<file path="src/logic/fpx_defs.svh">
`ifndef FPX_DEFS_SVH
`define FPX_DEFS_SVH

// ==========================================================================
// Register offsets (byte addresses on the register bus).
`define FPX_OFF_SCALAR_STATUS 8'h00
`define FPX_OFF_SCALAR_CTRL 8'h04
`define FPX_OFF_SIMD_CTRL_STATUS 8'h08
`define FPX_OFF_EVENT_CAPTURE 8'h0C

// ==========================================================================
// Exception class bit positions inside a six-bit class vector.
`define FPX_NUM_CLASSES 6
`define FPX_CLS_INVALID 0
`define FPX_CLS_SUBNORMAL 1
`define FPX_CLS_DIV_NIL 2
`define FPX_CLS_OVERFLOW 3
`define FPX_CLS_UNDERFLOW 4
`define FPX_CLS_INEXACT 5

// ==========================================================================
// Field positions in the registers.
`define FPX_SCALAR_FLAG_LSB 0
`define FPX_SCALAR_MASK_LSB 0
`define FPX_SIMD_FLAG_LSB 0
`define FPX_SIMD_MASK_LSB 7
`define FPX_CAP_ENV_BIT 8
`define FPX_CAP_COUNT_LSB 16

// ==========================================================================
// Reset values: all classes masked, no flags recorded.
`define FPX_FLAGS_RESET 6'h00
`define FPX_MASKS_RESET 6'h3F

// ==========================================================================
// Single-precision encodings used for default results.
`define FPX_INDEFINITE 32'hFFC0_0000
`define FPX_QUIET_BIT 22
`define FPX_EXP_ALL_ONES 8'hFF

`endif

</file>
<file path="src/logic/fpx_pkg.sv">
package fpx_pkg;

  // Arithmetic operation presented to the unit.
  typedef enum logic [1:0] {OP_ADD, OP_SUB, OP_MUL, OP_DIV} op_kind_t;

  // Floating-point environment that executed the operation.
  typedef enum logic {ENV_SCALAR, ENV_SIMD} fp_env_t;

  // One bit per exception class.
  typedef logic [5:0] exc_vec_t;

endpackage

</file>
<file path="src/logic/fpx_precheck.sv">
`timescale 1ns/1ns
`include "fpx_defs.svh"

module fpx_precheck (
  input wire logic [31:0] op_a_i, // First operand, single precision.
  input wire logic [31:0] op_b_i, // Second operand, single precision.
  input wire fpx_pkg::op_kind_t kind_i, // Operation kind.
  output logic invalid_o, // Invalid operation before arithmetic.
  output logic subnormal_o, // An operand is denormal.
  output logic div_nil_o, // Finite non-zero divided by zero.
  output logic [31:0] nan_result_o, // Quiet NaN to deliver when invalid.
  output logic inf_sign_o // Sign of the infinity for division by zero.
);
  import fpx_pkg::*;

  logic [1:0] is_zero;
  logic [1:0] is_subn;
  logic [1:0] is_inf;
  logic [1:0] is_snan;
  logic [1:0] is_nan;
  logic [31:0] opnd [2];

  assign opnd[0] = op_a_i;
  assign opnd[1] = op_b_i;

  // ========================================================================
  // Operand classification, one copy per operand.
  for (genvar i = 0; i < 2; i++) begin : g_cls
    logic exp_max;
    logic exp_nil;
    logic frac_nil;
    assign exp_max = (opnd[i][30:23] == `FPX_EXP_ALL_ONES);
    assign exp_nil = (opnd[i][30:23] == 8'h00);
    assign frac_nil = (opnd[i][22:0] == 23'h00_0000);
    assign is_zero[i] = exp_nil & frac_nil;
    assign is_subn[i] = exp_nil & ~frac_nil;
    assign is_inf[i] = exp_max & frac_nil;
    assign is_nan[i] = exp_max & ~frac_nil;
    assign is_snan[i] = is_nan[i] & ~opnd[i][`FPX_QUIET_BIT];
  end

  // ========================================================================
  // Pre-computation checks; the datapath result is not consulted here.
  always_comb begin
    logic eff_sub;
    eff_sub = (op_a_i[31] ^ op_b_i[31]) ^ (kind_i == OP_SUB);
    invalid_o = |is_snan;
    case (kind_i)
      OP_ADD, OP_SUB: invalid_o = invalid_o | (&is_inf & eff_sub);
      OP_MUL: invalid_o = invalid_o | (is_zero[0] & is_inf[1]) | (is_inf[0] & is_zero[1]);
      OP_DIV: invalid_o = invalid_o | (&is_zero) | (&is_inf);
      default: invalid_o = invalid_o;
    endcase
    subnormal_o = |is_subn;
    div_nil_o = (kind_i == OP_DIV) & is_zero[1] & ~is_zero[0] & ~is_inf[0] & ~is_nan[0];
    inf_sign_o = op_a_i[31] ^ op_b_i[31];
    // A signalling NaN operand is quieted and passed on; otherwise indefinite.
    if (is_snan[0]) begin
      nan_result_o = op_a_i | (32'h0000_0001 << `FPX_QUIET_BIT);
    end else if (is_snan[1]) begin
      nan_result_o = op_b_i | (32'h0000_0001 << `FPX_QUIET_BIT);
    end else begin
      nan_result_o = `FPX_INDEFINITE;
    end
  end

endmodule // fpx_precheck

</file>
<file path="src/logic/fp_exception_flag_mask_unit.sv">
// Functional notes
// - Six exception classes are recognised: invalid, divide, denormal, overflow, underflow, inexact.
// - Invalid, divide and denormal are checked before arithmetic; the rest after.
// - Flags of all detected classes are set first; masks then pick the response.
// - Masked classes deliver a default result and continue; unmasked classes raise handler.
// - Flags are sticky and accumulate until software clears them.
// - Scalar flags sit in status bits 0-5; scalar masks in control bits 0-5.
// - SIMD flags sit in bits 0-5, masks in bits 7-12 of one register.
// - Scalar and SIMD sets record and control only their own environment.
// - Masked responses continue the instruction, so several classes may flag together.
// - Masked invalid sets its flag and writes indefinite or a quiet NaN.
// - Unmasked invalid sets its flag, raises the handler, leaves operands untouched.
// - Masked denormal sets its flag and completes using the denormal value.
// - Unmasked denormal sets its flag, raises the handler, leaves operands untouched.
// - Divide-by-zero is a finite non-zero dividend over a zero divisor.
// - Masked divide-by-zero sets its flag and returns infinity signed by sign XOR.
// - Unmasked divide-by-zero sets its flag, raises handler, leaves operands untouched.
`timescale 1ns/1ns
`include "fpx_defs.svh"

module fp_exception_flag_mask_unit #(
  parameter int ADR_W = 8 // Byte address width of the register bus.
) (
  input wire logic clk_i, // Core clock, 25 MHz.
  input wire logic rst_i, // Synchronous reset, active high.
  // Wishbone classic slave.
  input wire logic cyc_i, // Bus cycle.
  input wire logic stb_i, // Strobe.
  input wire logic we_i, // Write enable.
  input wire logic [ADR_W-1:0] adr_i, // Byte address.
  input wire logic [3:0] sel_i, // Byte lane selects.
  input wire logic [31:0] dat_i, // Write data.
  output logic [31:0] dat_o, // Read data.
  output logic ack_o, // Acknowledge.
  // Operation report from the arithmetic datapath.
  input wire logic op_valid_i, // One cycle per instruction.
  input wire fpx_pkg::fp_env_t op_env_i, // Environment of the instruction.
  input wire fpx_pkg::op_kind_t op_kind_i, // Operation kind.
  input wire logic [31:0] op_a_i, // First operand.
  input wire logic [31:0] op_b_i, // Second operand.
  input wire logic [31:0] calc_result_i, // Rounded datapath result.
  input wire logic calc_overflow_i, // Post-computation overflow.
  input wire logic calc_underflow_i, // Post-computation underflow.
  input wire logic calc_inexact_i, // Post-computation inexact.
  // Response to the core.
  output logic done_o, // Pulse: response for one instruction.
  output logic [31:0] result_o, // Value for the destination register.
  output logic result_we_o, // Destination may be written.
  output logic handler_o, // Pulse: invoke the software handler.
  output fpx_pkg::exc_vec_t detected_o // Classes detected in this instruction.
);
  import fpx_pkg::*;

  // ========================================================================
  // Declarations.
  exc_vec_t scalar_flags_q;
  exc_vec_t scalar_flags_d;
  exc_vec_t scalar_masks_q;
  exc_vec_t simd_flags_q;
  exc_vec_t simd_flags_d;
  exc_vec_t simd_masks_q;
  exc_vec_t cap_cls_q;
  fp_env_t cap_env_q;
  logic [7:0] handler_count_q;
  logic ack_q;
  logic [31:0] rdata_q;
  logic done_q;
  logic [31:0] result_q;
  logic result_we_q;
  logic handler_q;
  exc_vec_t detected_q;

  logic pre_invalid;
  logic pre_subnormal;
  logic pre_div_nil;
  logic [31:0] nan_result;
  logic inf_sign;

  exc_vec_t env_masks;
  exc_vec_t pre_cls;
  exc_vec_t post_cls;
  exc_vec_t det_cls;
  logic pre_unmasked;
  logic raise_handler;
  logic [31:0] resp_value;

  logic bus_req;
  logic bus_write;
  logic [31:0] lane_mask;
  logic hit_scalar_status;
  logic hit_scalar_ctrl;
  logic hit_simd;
  logic hit_capture;
  logic [31:0] simd_word;

  // ========================================================================
  // Pre-computation operand checks.
  fpx_precheck fpx_precheck_inst (
    .op_a_i(op_a_i),
    .op_b_i(op_b_i),
    .kind_i(op_kind_i),
    .invalid_o(pre_invalid),
    .subnormal_o(pre_subnormal),
    .div_nil_o(pre_div_nil),
    .nan_result_o(nan_result),
    .inf_sign_o(inf_sign)
  );

  // ========================================================================
  // Exception detection and response selection.

  // The mask set follows the environment that ran the instruction.
  assign env_masks = (op_env_i == ENV_SIMD) ? simd_masks_q : scalar_masks_q;

  // Classes found before any arithmetic takes place.
  always_comb begin
    pre_cls = '0;
    pre_cls[`FPX_CLS_INVALID] = pre_invalid;
    pre_cls[`FPX_CLS_SUBNORMAL] = pre_subnormal;
    pre_cls[`FPX_CLS_DIV_NIL] = pre_div_nil;
  end

  // An unmasked early class stops the instruction before arithmetic.
  assign pre_unmasked = |(pre_cls & ~env_masks);

  // Post-computation classes only count when the arithmetic really ran: no
  // unmasked early class and no masked invalid or divide default result.
  // A masked denormal lets the computation go on, so underflow or inexact
  // may follow it in the same instruction.
  always_comb begin
    post_cls = '0;
    if (!pre_unmasked && !pre_invalid && !pre_div_nil) begin
      post_cls[`FPX_CLS_OVERFLOW] = calc_overflow_i;
      post_cls[`FPX_CLS_UNDERFLOW] = calc_underflow_i;
      post_cls[`FPX_CLS_INEXACT] = calc_inexact_i;
    end
  end

  assign det_cls = op_valid_i ? (pre_cls | post_cls) : '0;

  // Any detected class with its mask clear calls the handler.
  assign raise_handler = |(det_cls & ~env_masks);

  // Default results for masked early classes; otherwise the datapath value,
  // which for a masked denormal was computed from the denormal itself.
  always_comb begin
    if (pre_invalid) begin
      resp_value = nan_result;
    end else if (pre_div_nil) begin
      resp_value = {inf_sign, `FPX_EXP_ALL_ONES, 23'h00_0000};
    end else begin
      resp_value = calc_result_i;
    end
  end

  // Registered response; nothing is written back when the handler is called
  // so the operands and destination stay as they were.
  always_ff @(posedge clk_i) begin
    if (rst_i) begin
      done_q <= 1'b0;
      result_q <= 32'h0000_0000;
      result_we_q <= 1'b0;
      handler_q <= 1'b0;
      detected_q <= '0;
    end else begin
      done_q <= op_valid_i;
      handler_q <= op_valid_i & raise_handler;
      result_we_q <= op_valid_i & ~raise_handler;
      detected_q <= det_cls;
      if (op_valid_i) begin
        result_q <= resp_value;
      end
    end
  end

  // ========================================================================
  // Register bus decode.

  // Requests are acknowledged one cycle after they appear; a write commits
  // at the edge where the master sees ack high.
  assign bus_req = cyc_i & stb_i;
  assign bus_write = bus_req & we_i & ack_q;

  assign lane_mask = {{8{sel_i[3]}}, {8{sel_i[2]}}, {8{sel_i[1]}}, {8{sel_i[0]}}};

  assign hit_scalar_status = (adr_i == ADR_W'(`FPX_OFF_SCALAR_STATUS));
  assign hit_scalar_ctrl = (adr_i == ADR_W'(`FPX_OFF_SCALAR_CTRL));
  assign hit_simd = (adr_i == ADR_W'(`FPX_OFF_SIMD_CTRL_STATUS));
  assign hit_capture = (adr_i == ADR_W'(`FPX_OFF_EVENT_CAPTURE));

  // Combined SIMD control and status word as software sees it.
  always_comb begin
    simd_word = 32'h0000_0000;
    simd_word[`FPX_SIMD_FLAG_LSB +: `FPX_NUM_CLASSES] = simd_flags_q;
    simd_word[`FPX_SIMD_MASK_LSB +: `FPX_NUM_CLASSES] = simd_masks_q;
  end

  // Acknowledge for one cycle per request; unmapped addresses also answer.
  always_ff @(posedge clk_i) begin
    if (rst_i) begin
      ack_q <= 1'b0;
    end else begin
      ack_q <= bus_req & ~ack_q;
    end
  end

  // Read data is captured when the request is first seen.
  always_ff @(posedge clk_i) begin
    if (rst_i) begin
      rdata_q <= 32'h0000_0000;
    end else if (bus_req && !ack_q) begin
      rdata_q <= 32'h0000_0000;
      if (hit_scalar_status) begin
        rdata_q[`FPX_SCALAR_FLAG_LSB +: `FPX_NUM_CLASSES] <= scalar_flags_q;
      end else if (hit_scalar_ctrl) begin
        rdata_q[`FPX_SCALAR_MASK_LSB +: `FPX_NUM_CLASSES] <= scalar_masks_q;
      end else if (hit_simd) begin
        rdata_q <= simd_word;
      end else if (hit_capture) begin
        rdata_q[5:0] <= cap_cls_q;
        rdata_q[`FPX_CAP_ENV_BIT] <= (cap_env_q == ENV_SIMD);
        rdata_q[`FPX_CAP_COUNT_LSB +: 8] <= handler_count_q;
      end
    end
  end

  // ========================================================================
  // Sticky flags. A software write replaces the selected bits; a class that
  // is detected in the same cycle is still recorded, so set beats clear.
  always_comb begin
    logic [31:0] wr_scalar;
    logic [31:0] wr_simd;
    wr_scalar = 32'h0000_0000;
    wr_simd = 32'h0000_0000;
    scalar_flags_d = scalar_flags_q;
    simd_flags_d = simd_flags_q;
    if (bus_write && hit_scalar_status) begin
      wr_scalar[`FPX_SCALAR_FLAG_LSB +: `FPX_NUM_CLASSES] = scalar_flags_q;
      wr_scalar = (wr_scalar & ~lane_mask) | (dat_i & lane_mask);
      scalar_flags_d = wr_scalar[`FPX_SCALAR_FLAG_LSB +: `FPX_NUM_CLASSES];
    end
    if (bus_write && hit_simd) begin
      wr_simd = (simd_word & ~lane_mask) | (dat_i & lane_mask);
      simd_flags_d = wr_simd[`FPX_SIMD_FLAG_LSB +: `FPX_NUM_CLASSES];
    end
    if (op_env_i == ENV_SCALAR) begin
      scalar_flags_d = scalar_flags_d | det_cls;
    end else begin
      simd_flags_d = simd_flags_d | det_cls;
    end
  end

  always_ff @(posedge clk_i) begin
    if (rst_i) begin
      scalar_flags_q <= `FPX_FLAGS_RESET;
      simd_flags_q <= `FPX_FLAGS_RESET;
    end else begin
      scalar_flags_q <= scalar_flags_d;
      simd_flags_q <= simd_flags_d;
    end
  end

  // ========================================================================
  // Mask bits; they reset to all masked so a fresh core never traps.
  always_ff @(posedge clk_i) begin
    if (rst_i) begin
      scalar_masks_q <= `FPX_MASKS_RESET;
      simd_masks_q <= `FPX_MASKS_RESET;
    end else if (bus_write) begin
      if (hit_scalar_ctrl) begin
        scalar_masks_q <= (scalar_masks_q & ~lane_mask[5:0]) |
                          (dat_i[`FPX_SCALAR_MASK_LSB +: `FPX_NUM_CLASSES] & lane_mask[5:0]);
      end
      if (hit_simd) begin
        simd_masks_q <= (simd_masks_q & ~lane_mask[`FPX_SIMD_MASK_LSB +: `FPX_NUM_CLASSES]) |
                        (dat_i[`FPX_SIMD_MASK_LSB +: `FPX_NUM_CLASSES] &
                         lane_mask[`FPX_SIMD_MASK_LSB +: `FPX_NUM_CLASSES]);
      end
    end
  end

  // ========================================================================
  // Capture of the last instruction that raised any class, plus a wrapping
  // count of handler requests for software diagnostics.
  always_ff @(posedge clk_i) begin
    if (rst_i) begin
      cap_cls_q <= '0;
      cap_env_q <= ENV_SCALAR;
    end else if (|det_cls) begin
      cap_cls_q <= det_cls;
      cap_env_q <= op_env_i;
    end
  end

  always_ff @(posedge clk_i) begin
    if (rst_i) begin
      handler_count_q <= 8'h00;
    end else if (op_valid_i && raise_handler) begin
      handler_count_q <= handler_count_q + 8'h01;
    end
  end

  // ========================================================================
  // Outputs, each straight from a flip-flop.
  assign dat_o = rdata_q;
  assign ack_o = ack_q;
  assign done_o = done_q;
  assign result_o = result_q;
  assign result_we_o = result_we_q;
  assign handler_o = handler_q;
  assign detected_o = detected_q;

endmodule // fp_exception_flag_mask_unit

</file>
<file path="config.mk">
export PLATFORM = sky130hd
export DESIGN_NAME = fp_exception_flag_mask_unit
export DESIGN_NICKNAME = d
export VERILOG_FILES = /design/src/logic/fpx_pkg.sv /design/src/logic/fpx_precheck.sv /design/src/logic/fp_exception_flag_mask_unit.sv
export VERILOG_INCLUDE_DIRS = /design/src /design/src/logic
export SDC_FILE = /design/constraint.sdc
export NUM_CORES = 1
export LEC_CHECK = 0
export BUFFER_PORTS_ARGS = -buffer_cell sky130_fd_sc_hd__buf_2
export CAP_MARGIN = 0
export CORE_MARGIN = 2
export CORE_UTILIZATION = 43
export DETAILED_ROUTE_END_ITERATION = 7
export GPL_TIMING_DRIVEN = 0
export HOLD_SLACK_MARGIN = 0.06
export PLACE_DENSITY = 0.81
export SYNTH_ARGS = -nofsm -noshare
export SYNTH_HDL_FRONTEND = slang
export SYNTH_HIERARCHICAL = 1
export SYNTH_SLANG_ARGS = --single-unit
</file>
<file path="constraint.sdc">
create_clock -name clk_i -period 3.3 [get_ports clk_i]
set_clock_uncertainty 0.15 [all_clocks]
set_input_delay 0.33 -clock clk_i [delete_from_list [all_inputs] [get_ports clk_i]]
set_output_delay 0.33 -clock clk_i [all_outputs]
set_load 0.1 [all_outputs]
</file>
[Word-level counts from Yosys, hierarchy flattened]
Cells that the tools add are included.
Cells by class
  reduce and logical (&&, ||, !) cells: 26
  eq/ne operators: 8
  muxes and demuxes: 24
  bitwise logic cells: 59
  add/subtract/negate cells: 1
Operators by type and width (count)
  32-bit two-way mux: 4
  6-bit two-way mux: 10
  6-bit AND: 8
  23-bit zero test: 2
  6-bit bitwise OR: 6
  26-bit two-way mux: 1
  8-bit zero test: 3
  6-bit NOT: 4
  1-bit AND: 23
  18-bit two-way mux: 1
  6-bit OR reduction: 3
  8-bit by 4-bit == test with 1-bit output (second input constant): 2
  8-bit == test (second input constant): 2
  8-bit two-way mux: 2
  1-bit NOT: 9
  8-bit by 1-bit adder with 8-bit output (second input constant): 1
  8-bit by 3-bit == test with 1-bit output (second input constant): 1
  2-bit AND reduction: 4
  3-bit by 6-bit AND with 6-bit output: 1
  1-bit logical AND: 6
  3-bit by 6-bit bitwise OR with 6-bit output: 1
  2-bit OR reduction: 3
  1-bit bitwise OR: 5
  2-bit == test (second input constant): 2
  9 further kinds: 14
Word-level totals
  logic and storage cells: 132
  flip-flop bits (word level): 113
  output and inout bits: 74
  input port bits: 152

[Depth between registers and ports, before layout]
Gate-level depths: netlist of the first run.
  depth in word-level cells: 20
  mapped depth: 14
  mapped depth without buffers: 10

[By module]
The synthesis of the first run kept the hierarchy.
By module, submodules not included
  fp_exception_flag_mask_unit: instances 1, cells each 463, sequential area each 2021.9 µm², area an instance 4336.7 µm²
  fpx_precheck: instances 1, cells each 88, sequential area each 0.0 µm², area an instance 650.6 µm²

[Worst setup path before layout of the first run]
OpenSTA, ideal clock, no wires.
  kind: in2reg
  start point: in op_a_i[17]
  end point: reg handler_count_q[3]
  path buffers: 3
  setup slack: 0.157 ns
  required time: 3.027 ns
  stages: 13
  library setup time: 0.123 ns
  arrival: 2.870 ns
  cell sequence: nor4_1 > nand4_1 > o21a_2 > buf_6 > nand2b_1 > a41o_1 > buf_6 > or3b_1 > buf_2 > a21oi_4 > o21ai_2 > a211oi_2 > mux2_1
On the way
  word-level cells in the longest chain between the ends: 19
  elaborated cells between the ends (all ways): 39
  those cells by class: mux: 3; bitwise: 23; reduce/logical: 13
Ends and longest elaborated chain
  start: declaration: line fp_exception_flag_mask_unit.sv:39  | input wire logic [31:0] op_a_i,
  23-bit zero test (*): line fpx_precheck.sv:34  | assign frac_nil = (opnd[i][22:0] == 23'h00_0000);
  1-bit NOT: line fpx_precheck.sv:38  | assign is_nan[i] = exp_max & ~frac_nil;
  1-bit AND: line fpx_precheck.sv:38
  1-bit AND: line fpx_precheck.sv:39  | assign is_snan[i] = is_nan[i] & ~opnd[i][`FPX_QUIET_BIT];
  2-bit OR reduction: line fpx_precheck.sv:47  | invalid_o = |is_snan;
  1-bit bitwise OR, on equally long branches (2 in a row): line fpx_precheck.sv:51, fpx_precheck.sv:50
  1-bit case mux with 3 select lines (*): line fpx_precheck.sv:48  | case (kind_i)
  net pre_invalid: line fp_exception_flag_mask_unit.sv:73  | logic pre_invalid;
  [2 not listed]
  1-bit zero test: line fp_exception_flag_mask_unit.sv:132  | if (!pre_unmasked && !pre_invalid && !pre_div_nil) begin
  1-bit logical AND (2 in a row): line fp_exception_flag_mask_unit.sv:132
  3-bit two-way mux: line fp_exception_flag_mask_unit.sv:132
  3-bit by 6-bit bitwise OR with 6-bit output (*): line fp_exception_flag_mask_unit.sv:139  | assign det_cls = op_valid_i ? (pre_cls | post_cls) : '0;
  6-bit two-way mux (*): line fp_exception_flag_mask_unit.sv:139
  6-bit AND (*): line fp_exception_flag_mask_unit.sv:142  | assign raise_handler = |(det_cls & ~env_masks);
  6-bit OR reduction (*): line fp_exception_flag_mask_unit.sv:142
  1-bit logical AND (*): line fp_exception_flag_mask_unit.sv:298  | end else if (op_valid_i && raise_handler) begin
  end signal: assignment: line fp_exception_flag_mask_unit.sv:299  | handler_count_q <= handler_count_q + 8'h01;
  end: declaration: line fp_exception_flag_mask_unit.sv:64  | logic [7:0] handler_count_q;
The timed path passes the listed nets; every way through them passes the cells marked *.
A chain may end at the register's enable or synchronous reset.

[Worst setup path in the final report of the first run]
  start point: in op_a_i[0]
  end point: reg handler_count_q[6]
The elaborated chain is that of the path after synthesis.

==> results.py, run 1 <==
metrics = {
    "status": {
        "status": "complete, no violations",
    },
    "detailed_routing": {
        "drtIter0Drc": 429,
        "dr.pass1.iters": 7,
        "routedWlPerCell_um": 16.42,
        "via_per_inst": 5.480,
        "wirelength_um": 15410,
        "via_count": 5146,
        "drcViolationCount": 0,
        "ant_nets": 0,
    },
    "die": {
        "fp.dieW_um": 111.7,
        "dieHeight_um": 111.7,
        "die-area_um2": 12480,
        "rows": 39,
        "core_um2": 11370,
        "io_pins": 226,
        "initial_utilization_pct": 43.86,
    },
    "power_and_ir_drop": {
        "peakVddDrop_uv": 220.1,
        "leakagePower_nw": 3.018,
        "power.density_nw_per_um2": 430.3,
    },
    "clock_tree": {
        "cts-root-buf": "clkbuf_16",
        "h-tree-depth": 3,
        "cts_tree": "done",
        "path_clk_slew_ns": 0.07,
        "numCtsBuffers": 9,
        "cts_num_sinks": 101,
        "clock_path_buffers": 2,
        "worstSkewPairLatency_ns": 0.34,
        "post_cts_buffers": 0,
    },
    "global_routing": {
        "antenna_found_initial": 1,
        "grt-ovfl-total": 0,
        "grt_max_degree": 16,
        "grt_pass1_vias": 5000,
        "grtUsageTotal_pct": 24.70,
        "grt_pass1_wl_um": 24900,
    },
    "yosys": {
        "ys.flop_type": "dfxtp_1",
        "synth.distinct_cells": 67,
        "async_flop_share_pct": 0,
        "yosysMostFrequentCell": "dfxtp_1",
        "synth_seq_cells": 101,
        "synth_seq_area_share_pct": 40.54,
        "syn_inst": 551,
        "synth_area_leader_cell": "dfxtp_1",
        "yosys-top-cells-count": "dfxtp_1, nor2_1, inv_1",
        "synth_top_area_share_pct": 40.54,
        "ys_warn_count": 6,
        "postSynthAreaPerCell_um2": 9.051,
        "synth.area.top_cells": "dfxtp_1, a222oi_1, nor2_1, a22o_1, mux2i_1",
        "netlist_area_um2": 4987,
        "synth-edff-count": 0,
    },
    "sta": {
        "period_share_pct": 95.72,
        "slew_headroom_pct": 18.12,
        "setup_viol": 0,
        "worstMarginPinSlew_ns": 1.224,
        "fmax_ghz": 0.3166,
        "hold_violations": 0,
        "drv_slew": 0,
        "finalCriticalPeriod_ns": 3.159,
    },
    "final_layout": {
        "fin_util_pct": 58.67,
        "final_nets": 944,
        "instances_no_fill": 939,
        "synthToLayoutAreaGrowth_pct": 33.74,
        "drive_gt1_share_pct": 34.34,
    },
    "placed_design": {
        "dp_hpwl_um": 11940,
        "port_buffers": 191,
        "dp.cells": 904,
        "globalplace.congestion": 0.9253,
    },
    "setup_path": {
        "crit_path_max_fanout": 10,
        "cp-end-kind": "flip-flop",
        "start_kind": "primary input",
        "cp.required_ns": 3.38,
        "crit_arrival_ns": 3.24,
        "path_class": "primary input to flip-flop",
    },
    "worst_hold_path": {
        "hold_path.class": "primary input to flip-flop",
    },
    "run": {
        "drv_cap": 0,
    },
}
-- final cells by class --
class / instances / area, um^2
antenna: 1 / 2.502
buffer: 56 / 350.3
clock buffer: 10 / 229.0
clock inverter: 5 / 28.78
fill: 994 / 4700
inverter: 34 / 127.6
multi-input combinational: 379 / 2585
sequential: 101 / 2022
tap: 143 / 178.9
timing repair buffer: 210 / 1146
-- layout by cell type, fill, tap and decap left out, types with 3 or more instances in the layout --
master         instances
buf_2                198
dfxtp_1              101
nor2_1                57
inv_1                 34
nand2_1               32
a222oi_1              23
a22oi_1               23
buf_4                 22
a21oi_1               21
a22o_1                21
conb_1                21
clkbuf_1              20
dlygate4sd3_1         19
mux2i_1               18
nor3_1                16
nor2b_1               16
nand3_1               15
a211o_1               12
nor4_1                11
clkbuf_16              9
mux2_2                 8
o22ai_1                8
nand4_1                7
a311oi_1               6
buf_6                  5
and2_1                 5
clkinv_2               4
nor3_2                 3
o21ai_0                3
mux2_1                 3
-- report_power, final --
| part | total, mW | switching (mW) | leakage, nW | internal [mW] |
|---|---|---|---|---|
| Clock | 0.959 | 0.455 | 0.132 | 0.504 |
| Sequential | 1.28 | 0.0205 | 0.825 | 1.26 |
| Combinational | 0.632 | 0.464 | 2.06 | 0.168 |
-- final timing paths --
kind / cells after the start / slack [ns] / end / from
setup / recovery: 14 / 0.14 / handler_count_q[6] / op_a_i[0]
hold / removal: 3 / 0.07 / result_o[17] / calc_result_i[17]
setup reg to reg: 5 / 1.35 / handler_count_q[7] / handler_count_q[2]
hold reg to reg: 2 / 0.31 / cap_cls_q[5] / cap_cls_q[5]
-- metrics by stage --
stage / area (um^2) / TNS (ns) / hold slack (ns) / power (mW) / worst slack, ns
floorplan: 5059 / 0 / 0.2829 / 1.740 / 0.1566
CTS: 6641 / 0 / 0.06015 / 2.874 / 0.1232
global placement: 6193 / -1.175 / 0.2948 / 1.910 / -0.2196
detailed placement: 6193 / -1.519 / 0.3006 / 1.915 / -0.2467
global route: 6670 / -0.02429 / 0.06795 / 2.970 / -0.01309
finish: 6670 / 0 / 0.06545 / 2.870 / 0.1413
-- cell families after synthesis --
family          after synthesis  synth area share, %
compound gates              145                23.73
xor+xnor                      2               0.3513
fa+ha+maj                     1               0.2508
buf+inv                      90                9.583
flops                       101                40.54
mux                          30                6.548
other cells                   2               0.1506
simple gates                180                18.84
-- routing by layer --
metal	vias up	share of wire, %	wire length [um]	GRT usage [%]
met2	231	50	7749	44.12
li1	2491	-	-	-
met4	0	3.8	590	12.59
met5	-	0	0	0
met3	39	6.5	1004	3.919
met1	2385	39	6068	28.49
-- worst max-delay path, cell delays in order --
cell and delay (ns):
buf_2 0.12, nor4_4 0.29, nand4_1 0.17, o21a_2 0.26, buf_6 0.14, nand2b_1 0.14
a41o_1 0.22, buf_6 0.14, or3b_1 0.36, buf_2 0.20, a21oi_4 0.21, o21ai_4 0.12
a211oi_2 0.20, mux2_1 0.33
-- what timing repair did --
item	CTS	global route
endpoints found under the setup margin	0	5
hold buffers	19	0
hold endpoints to repair	19	0
gates resized for setup	0	4
Power figures use the tool's default switching activity.
==> run 2, diff against run 1 <==
Settings changed: CORE_MARGIN 2 to 1.
==> run 2 against run 1 <==
Effect of this change: clock-buffer cell count down 1; global-route usage rose by 1.1 points; worst hold slack improved by 0.0026 ns; setup slack worse by 0.016 ns; via count grew 0.23%; largest power group unchanged; die area decreased by 3.5%; combinational power is 1% higher.
==> results.py, run 2 (synthesis gave the netlist of run 1 again) <==
metrics = {
    "worst_hold_path": {
        "min_path_cells": 3,
        "hold_path.class": "primary input to flip-flop",
    },
    "global_routing": {
        "grt_pass1_wl_um": 23760,
        "grtUsageTotal_pct": 25.82,
        "antenna_found_initial": 1,
        "grt_max_degree": 20,
        "grt_pass1_vias": 4939,
        "grt-ovfl-total": 0,
    },
    "die": {
        "io_pins": 226,
        "fp.dieW_um": 109.7,
        "die-area_um2": 12030,
        "core_um2": 11080,
        "rows": 38,
        "dieHeight_um": 109.7,
        "initial_utilization_pct": 45.02,
    },
    "sta": {
        "drv_slew": 0,
        "setup_ws_ns": 0.1250,
        "fmax_ghz": 0.3150,
        "finalCriticalPeriod_ns": 3.175,
        "period_share_pct": 96.21,
        "setup_viol": 0,
        "slew_headroom_pct": 10.80,
        "worstMarginPinSlew_ns": 1.334,
        "hold_violations": 0,
    },
    "setup_path": {
        "start_kind": "primary input",
        "cp-end-kind": "flip-flop",
        "crit_path_max_fanout": 8,
        "cp.required_ns": 3.39,
        "path_class": "primary input to flip-flop",
        "worst_r2r_path_depth": 5,
        "crit_arrival_ns": 3.26,
    },
    "clock_tree": {
        "cts-root-buf": "clkbuf_16",
        "clock_path_buffers": 2,
        "cts_num_sinks": 101,
        "cts_tree": "done",
        "worstSkewPairLatency_ns": 0.34,
        "numCtsBuffers": 9,
        "h-tree-depth": 3,
        "path_clk_slew_ns": 0.07,
    },
    "detailed_routing": {
        "ant_nets": 0,
        "via_count": 5158,
        "drtIter0Drc": 295,
        "dr.pass1.iters": 6,
        "wirelength_um": 15170,
        "routedWlPerCell_um": 16.05,
        "drcViolationCount": 0,
        "via_per_inst": 5.458,
    },
    "placed_design": {
        "pre_cts_ws_ns": -0.3994,
        "port_buffers": 191,
        "globalplace.congestion": 0.9568,
        "dp.cells": 901,
        "dp_hpwl_um": 11550,
    },
    "final_layout": {
        "layout_commonest_cell": "buf_2",
        "instances_no_fill": 945,
        "multi_input_area_um2": 2606,
        "fill_cells": 980,
        "final_nets": 952,
        "fin_util_pct": 61.37,
        "seq_area_um2": 2022,
        "drive_gt1_share_pct": 34.83,
        "most-common-layout-cells": "buf_2, dfxtp_1, nor2_1",
        "synthToLayoutAreaGrowth_pct": 36.33,
    },
    "run": {
        "drv_cap": 0,
    },
    "power_and_ir_drop": {
        "power.density_nw_per_um2": 434.7,
        "seqPwrFrac_pct": 43.3,
        "peakVddDrop_uv": 240.7,
        "p_int_mw": 1.965,
        "leakagePower_nw": 3.067,
        "combPwrFrac_pct": 21.6,
        "p_sw_share_pct": 33.53,
        "p_switching_mw": 0.9911,
        "clkPwrFrac_pct": 35.0,
    },
    "status": {
        "status": "complete, no violations",
    },
}
==> run 2: cell count changes in the layout (fill, tap and decap cells not counted), sizes merged <==
cell         before  now
buf             228  231
clkbuf           29   28
clkinv            5    1
clkinvlp          0    1
dlygate4sd3      19   24
inv              34   39
==> run 2: timing repair <==
item | CTS | global route
buffers inserted | 0 | 3
setup endpoints to repair | 3 | 10
cloned | 0 | 0
pin swaps | 0 | 4
endpoints found under the hold margin | 24 | 0
hold buffers | 24 | 0
resized for setup | 1 | 9
==> run 2: worst paths after layout <==
| path | startpoint | slack, ns | end |
|---|---|---|---|
| setup reg to reg | flip-flop | 1.29 | handler_count_q[4] |
| hold reg to reg | cap_cls_q[4] | 0.31 | cap_cls_q[4] |
| setup / recovery | op_a_i[23] | 0.13 | handler_count_q[7] |
| hold / removal | calc_result_i[0] | 0.07 | result_o[0] |
==> run 2: worst max-delay path: stages <==
cell	delay, ns
buf_2	0.10
or4_1	0.57
o32ai_1	1.09
nand3_1	0.21
o221a_2	0.27
o32ai_1	0.33
mux2_2	0.36
==> run 2: routing by layer <==
layer / vias up / global-route usage (%) / wire [um]
met5: - / 0 / 0
met4: 0 / 10.67 / 469
met3: 33 / 4.268 / 957
met2: 238 / 46.63 / 7495
met1: 2372 / 30.12 / 6248
li1: 2515 / - / -
==> run 2: cell type report <==
type / instances / share of cell area [%]
inverter: 34 / 1.877
multi-input combinational: 379 / 38.33
clock buffer: 9 / 3.312
sequential: 101 / 29.74
timing repair buffer: 218 / 17.92
antenna: 1 / 0.03681
clock inverter: 7 / 0.9569
tap: 140 / 2.576
buffer: 56 / 5.245
==> run 2: stage by stage <==
step | setup TNS (ns) | area (um^2) | total power [mW] | hold WS, ns
5_1_grt | -0.0006266 | 6799 | 3.068 | 0.07349
3_5_place_dp | -5.394 | 6190 | 1.912 | 0.3007
3_3_place_gp | -2.661 | 6190 | 1.908 | 0.2963
2_1_floorplan | 0 | 5059 | 1.740 | 0.2829
6_report | 0 | 6799 | 2.956 | 0.06803
4_1_cts | 0 | 6726 | 2.960 | 0.06041
==> run 2: power by group through the flow <==
stage | combinational, mW | sequential (mW) | clock (mW)
2_1_floorplan | 0.204 | 1.54 | 0
3_3_place_gp | 0.600 | 1.31 | 0
3_5_place_dp | 0.604 | 1.31 | 0
4_1_cts | 0.626 | 1.28 | 1.05
5_1_grt | 0.674 | 1.28 | 1.11
6_report | 0.640 | 1.28 | 1.04
==> run 3, diff against run 2 <==
Settings changed: SETUP_SLACK_MARGIN set to 0.5.
==> run 3 against run 2 <==
Effect of this change: clock-buffer cell count is 1 higher; sequential power hardly changed; global-route usage rose by 0.24 points; critical endpoint is now handler_count_q[6]; total power increased by 7.9%; critical path type unchanged; via count rose by 1.9%; critical path depth rose by 6; sequential share of layout area down 1.3 points.
==> results.py, run 3 (synthesis gave the netlist of run 1 again) <==
metrics = {
    "final_layout": {
        "final_nets": 962,
        "most-common-layout-cells": "buf_2, dfxtp_1, nor2_1",
        "fin_util_pct": 64.21,
        "synthToLayoutAreaGrowth_pct": 42.62,
        "fill_cells": 924,
        "antenna_cells": 0,
        "final_cell_area_um2": 7113,
        "drive_gt1_share_pct": 39.56,
        "instances_no_fill": 954,
        "layout_commonest_cell": "buf_2",
    },
    "setup_path": {
        "rrSetupSlack_ns": 1.35,
        "worstReg2RegEnd": "handler_count_q[7]",
        "worstPathBufferInverterCount": 3,
        "r2r_start": "handler_count_q[2]",
        "path_class": "primary input to flip-flop",
        "cp_top_family": "simple AND/OR/NAND/NOR gates",
        "crit_path_max_fanout": 5,
        "cp-end-kind": "flip-flop",
        "cpPeakStageDelay_ns": 0.36,
        "cp_cell_sequence": "buf_2 > nor4_2 > nand4_1 > o21ai_4 > nand2b_4 > a41o_1 > buf_6 > or3b_4 > buf_6 > a21oi_4 > o21ai_4 > a211oi_2 > mux2_4",
        "cp.required_ns": 3.38,
        "start_kind": "primary input",
        "cp_num_cells": 13,
        "worst_r2r_path_depth": 5,
        "crit_slowest_cell": "or3b_4",
        "crit_arrival_ns": 3.12,
    },
    "placed_design": {
        "globalplace.congestion": 0.8866,
        "place_area_um2": 6259,
        "dp.cells": 901,
        "dp_hpwl_um": 11550,
        "port_buffers": 191,
        "pre_cts_ws_ns": -0.4070,
    },
    "detailed_routing": {
        "dr.pass1.iters": 6,
        "drcViolationCount": 0,
        "ant_nets": 0,
        "via_count": 5257,
        "drtIter0Drc": 336,
        "via_per_inst": 5.510,
        "wirelength_um": 15770,
        "routedWlPerCell_um": 16.53,
    },
    "sta": {
        "fmax_ghz": 0.3289,
        "slew_headroom_pct": 49.53,
        "hold_violations": 0,
        "finalHoldWorstSlack_ns": 0.06483,
        "fin_setup_tns_ns": 0,
        "rsz0062_at_grt": "yes",
        "setup_ws_ns": 0.2595,
        "setup_viol": 0,
        "finalCriticalPeriod_ns": 3.040,
        "drv_slew": 0,
        "period_share_pct": 92.14,
        "worstMarginPinSlew_ns": 0.7571,
    },
    "clock_tree": {
        "h-tree-depth": 3,
        "cts-root-buf": "clkbuf_16",
        "numCtsBuffers": 9,
        "cts_tree": "done",
        "cts_num_sinks": 101,
        "worstSkewPairLatency_ns": 0.35,
        "path_clk_slew_ns": 0.07,
        "clock_path_buffers": 2,
    },
    "global_routing": {
        "antenna_found_initial": 0,
        "grt_pass1_wl_um": 24030,
        "grt-ovfl-total": 0,
        "grt_pass1_vias": 4992,
        "grt_max_degree": 18,
        "grtUsageTotal_pct": 26.05,
    },
    "die": {
        "dieHeight_um": 109.7,
        "io_pins": 226,
        "die-area_um2": 12030,
        "initial_utilization_pct": 45.02,
        "rows": 38,
        "fp.dieW_um": 109.7,
        "core_um2": 11080,
    },
    "power_and_ir_drop": {
        "power_mw": 3.189,
        "peakVddDrop_uv": 370.3,
        "leakagePower_nw": 3.215,
        "power.density_nw_per_um2": 448.4,
    },
    "status": {
        "status": "complete, no violations",
    },
    "worst_hold_path": {
        "min_from": "calc_result_i[2]",
        "min_path_cells": 3,
        "hold_path.class": "primary input to flip-flop",
        "hold_end": "result_o[2]",
    },
    "run": {
        "drv_cap": 0,
    },
}
-- run 3: changes by cell type in the layout (fill, tap and decap cells not counted), sizes merged --
| cell | previous run | this run |
|---|---|---|
| diode | 1 | 0 |
| buf | 231 | 251 |
| bufinv | 0 | 3 |
| dlygate4sd3 | 24 | 17 |
| clkinvlp | 1 | 0 |
| clkbuf | 28 | 26 |
| inv | 39 | 36 |
-- run 3: how the worst max path moves through the flow --
stage / from / end
6_report: op_b_i[17] / handler_count_q[6]
3_3_place_gp: op_b_i[17] / handler_count_q[3]
2_1_floorplan: op_a_i[11] / handler_count_q[3]
5_1_grt: op_a_i[19] / handler_count_q[6]
4_1_cts: op_a_i[21] / handler_count_q[6]
3_5_place_dp: op_b_i[17] / handler_count_q[6]
-- run 3: what timing repair did --
action                                  CTS  global route
buffers inserted                         13             6
hold buffers                             17             0
endpoints found under the setup margin   46            46
hold endpoints to repair                 17             0
gates cloned                              1             0
gates resized for setup                  26            31
pin swaps                                11            11
-- run 3: worst reg2reg max path, stage by stage (launching register included) --
cell and delay [ns]:
dfxtp_1 0.42, and3_1 0.27, nand3_1 0.13, a2111o_1 0.41
o32ai_2 0.13, mux2_4 0.32
-- run 3: area by class of cell --
cell class / instances / area [um^2] / share of cell area [%]
Tap cell: 140 / 175.2 / 2.463
Clock buffer: 10 / 239.0 / 3.360
Timing Repair Buffer: 228 / 1300 / 18.28
Clock inverter: 6 / 116.4 / 1.636
Multi-Input combinational cell: 379 / 2745 / 38.59
Buffer: 56 / 387.9 / 5.453
Inverter: 34 / 127.6 / 1.794
Sequential cell: 101 / 2022 / 28.43
-- run 3: power by group --
| part | switching, mW | internal [mW] | leakage, nW | total [mW] |
|---|---|---|---|---|
| logic | 0.471 | 0.181 | 2.22 | 0.652 |
| registers | 0.0222 | 1.26 | 0.825 | 1.28 |
| clock network | 0.488 | 0.769 | 0.174 | 1.26 |
-- run 3: routing by layer --
layer	vias up	part of all wire, %	global-route usage, %
met3	36	8.3	5.631
met1	2414	39	28.96
met4	0	2.8	10.48
met2	283	50	47.93
met5	-	0	0
li1	2524	-	-
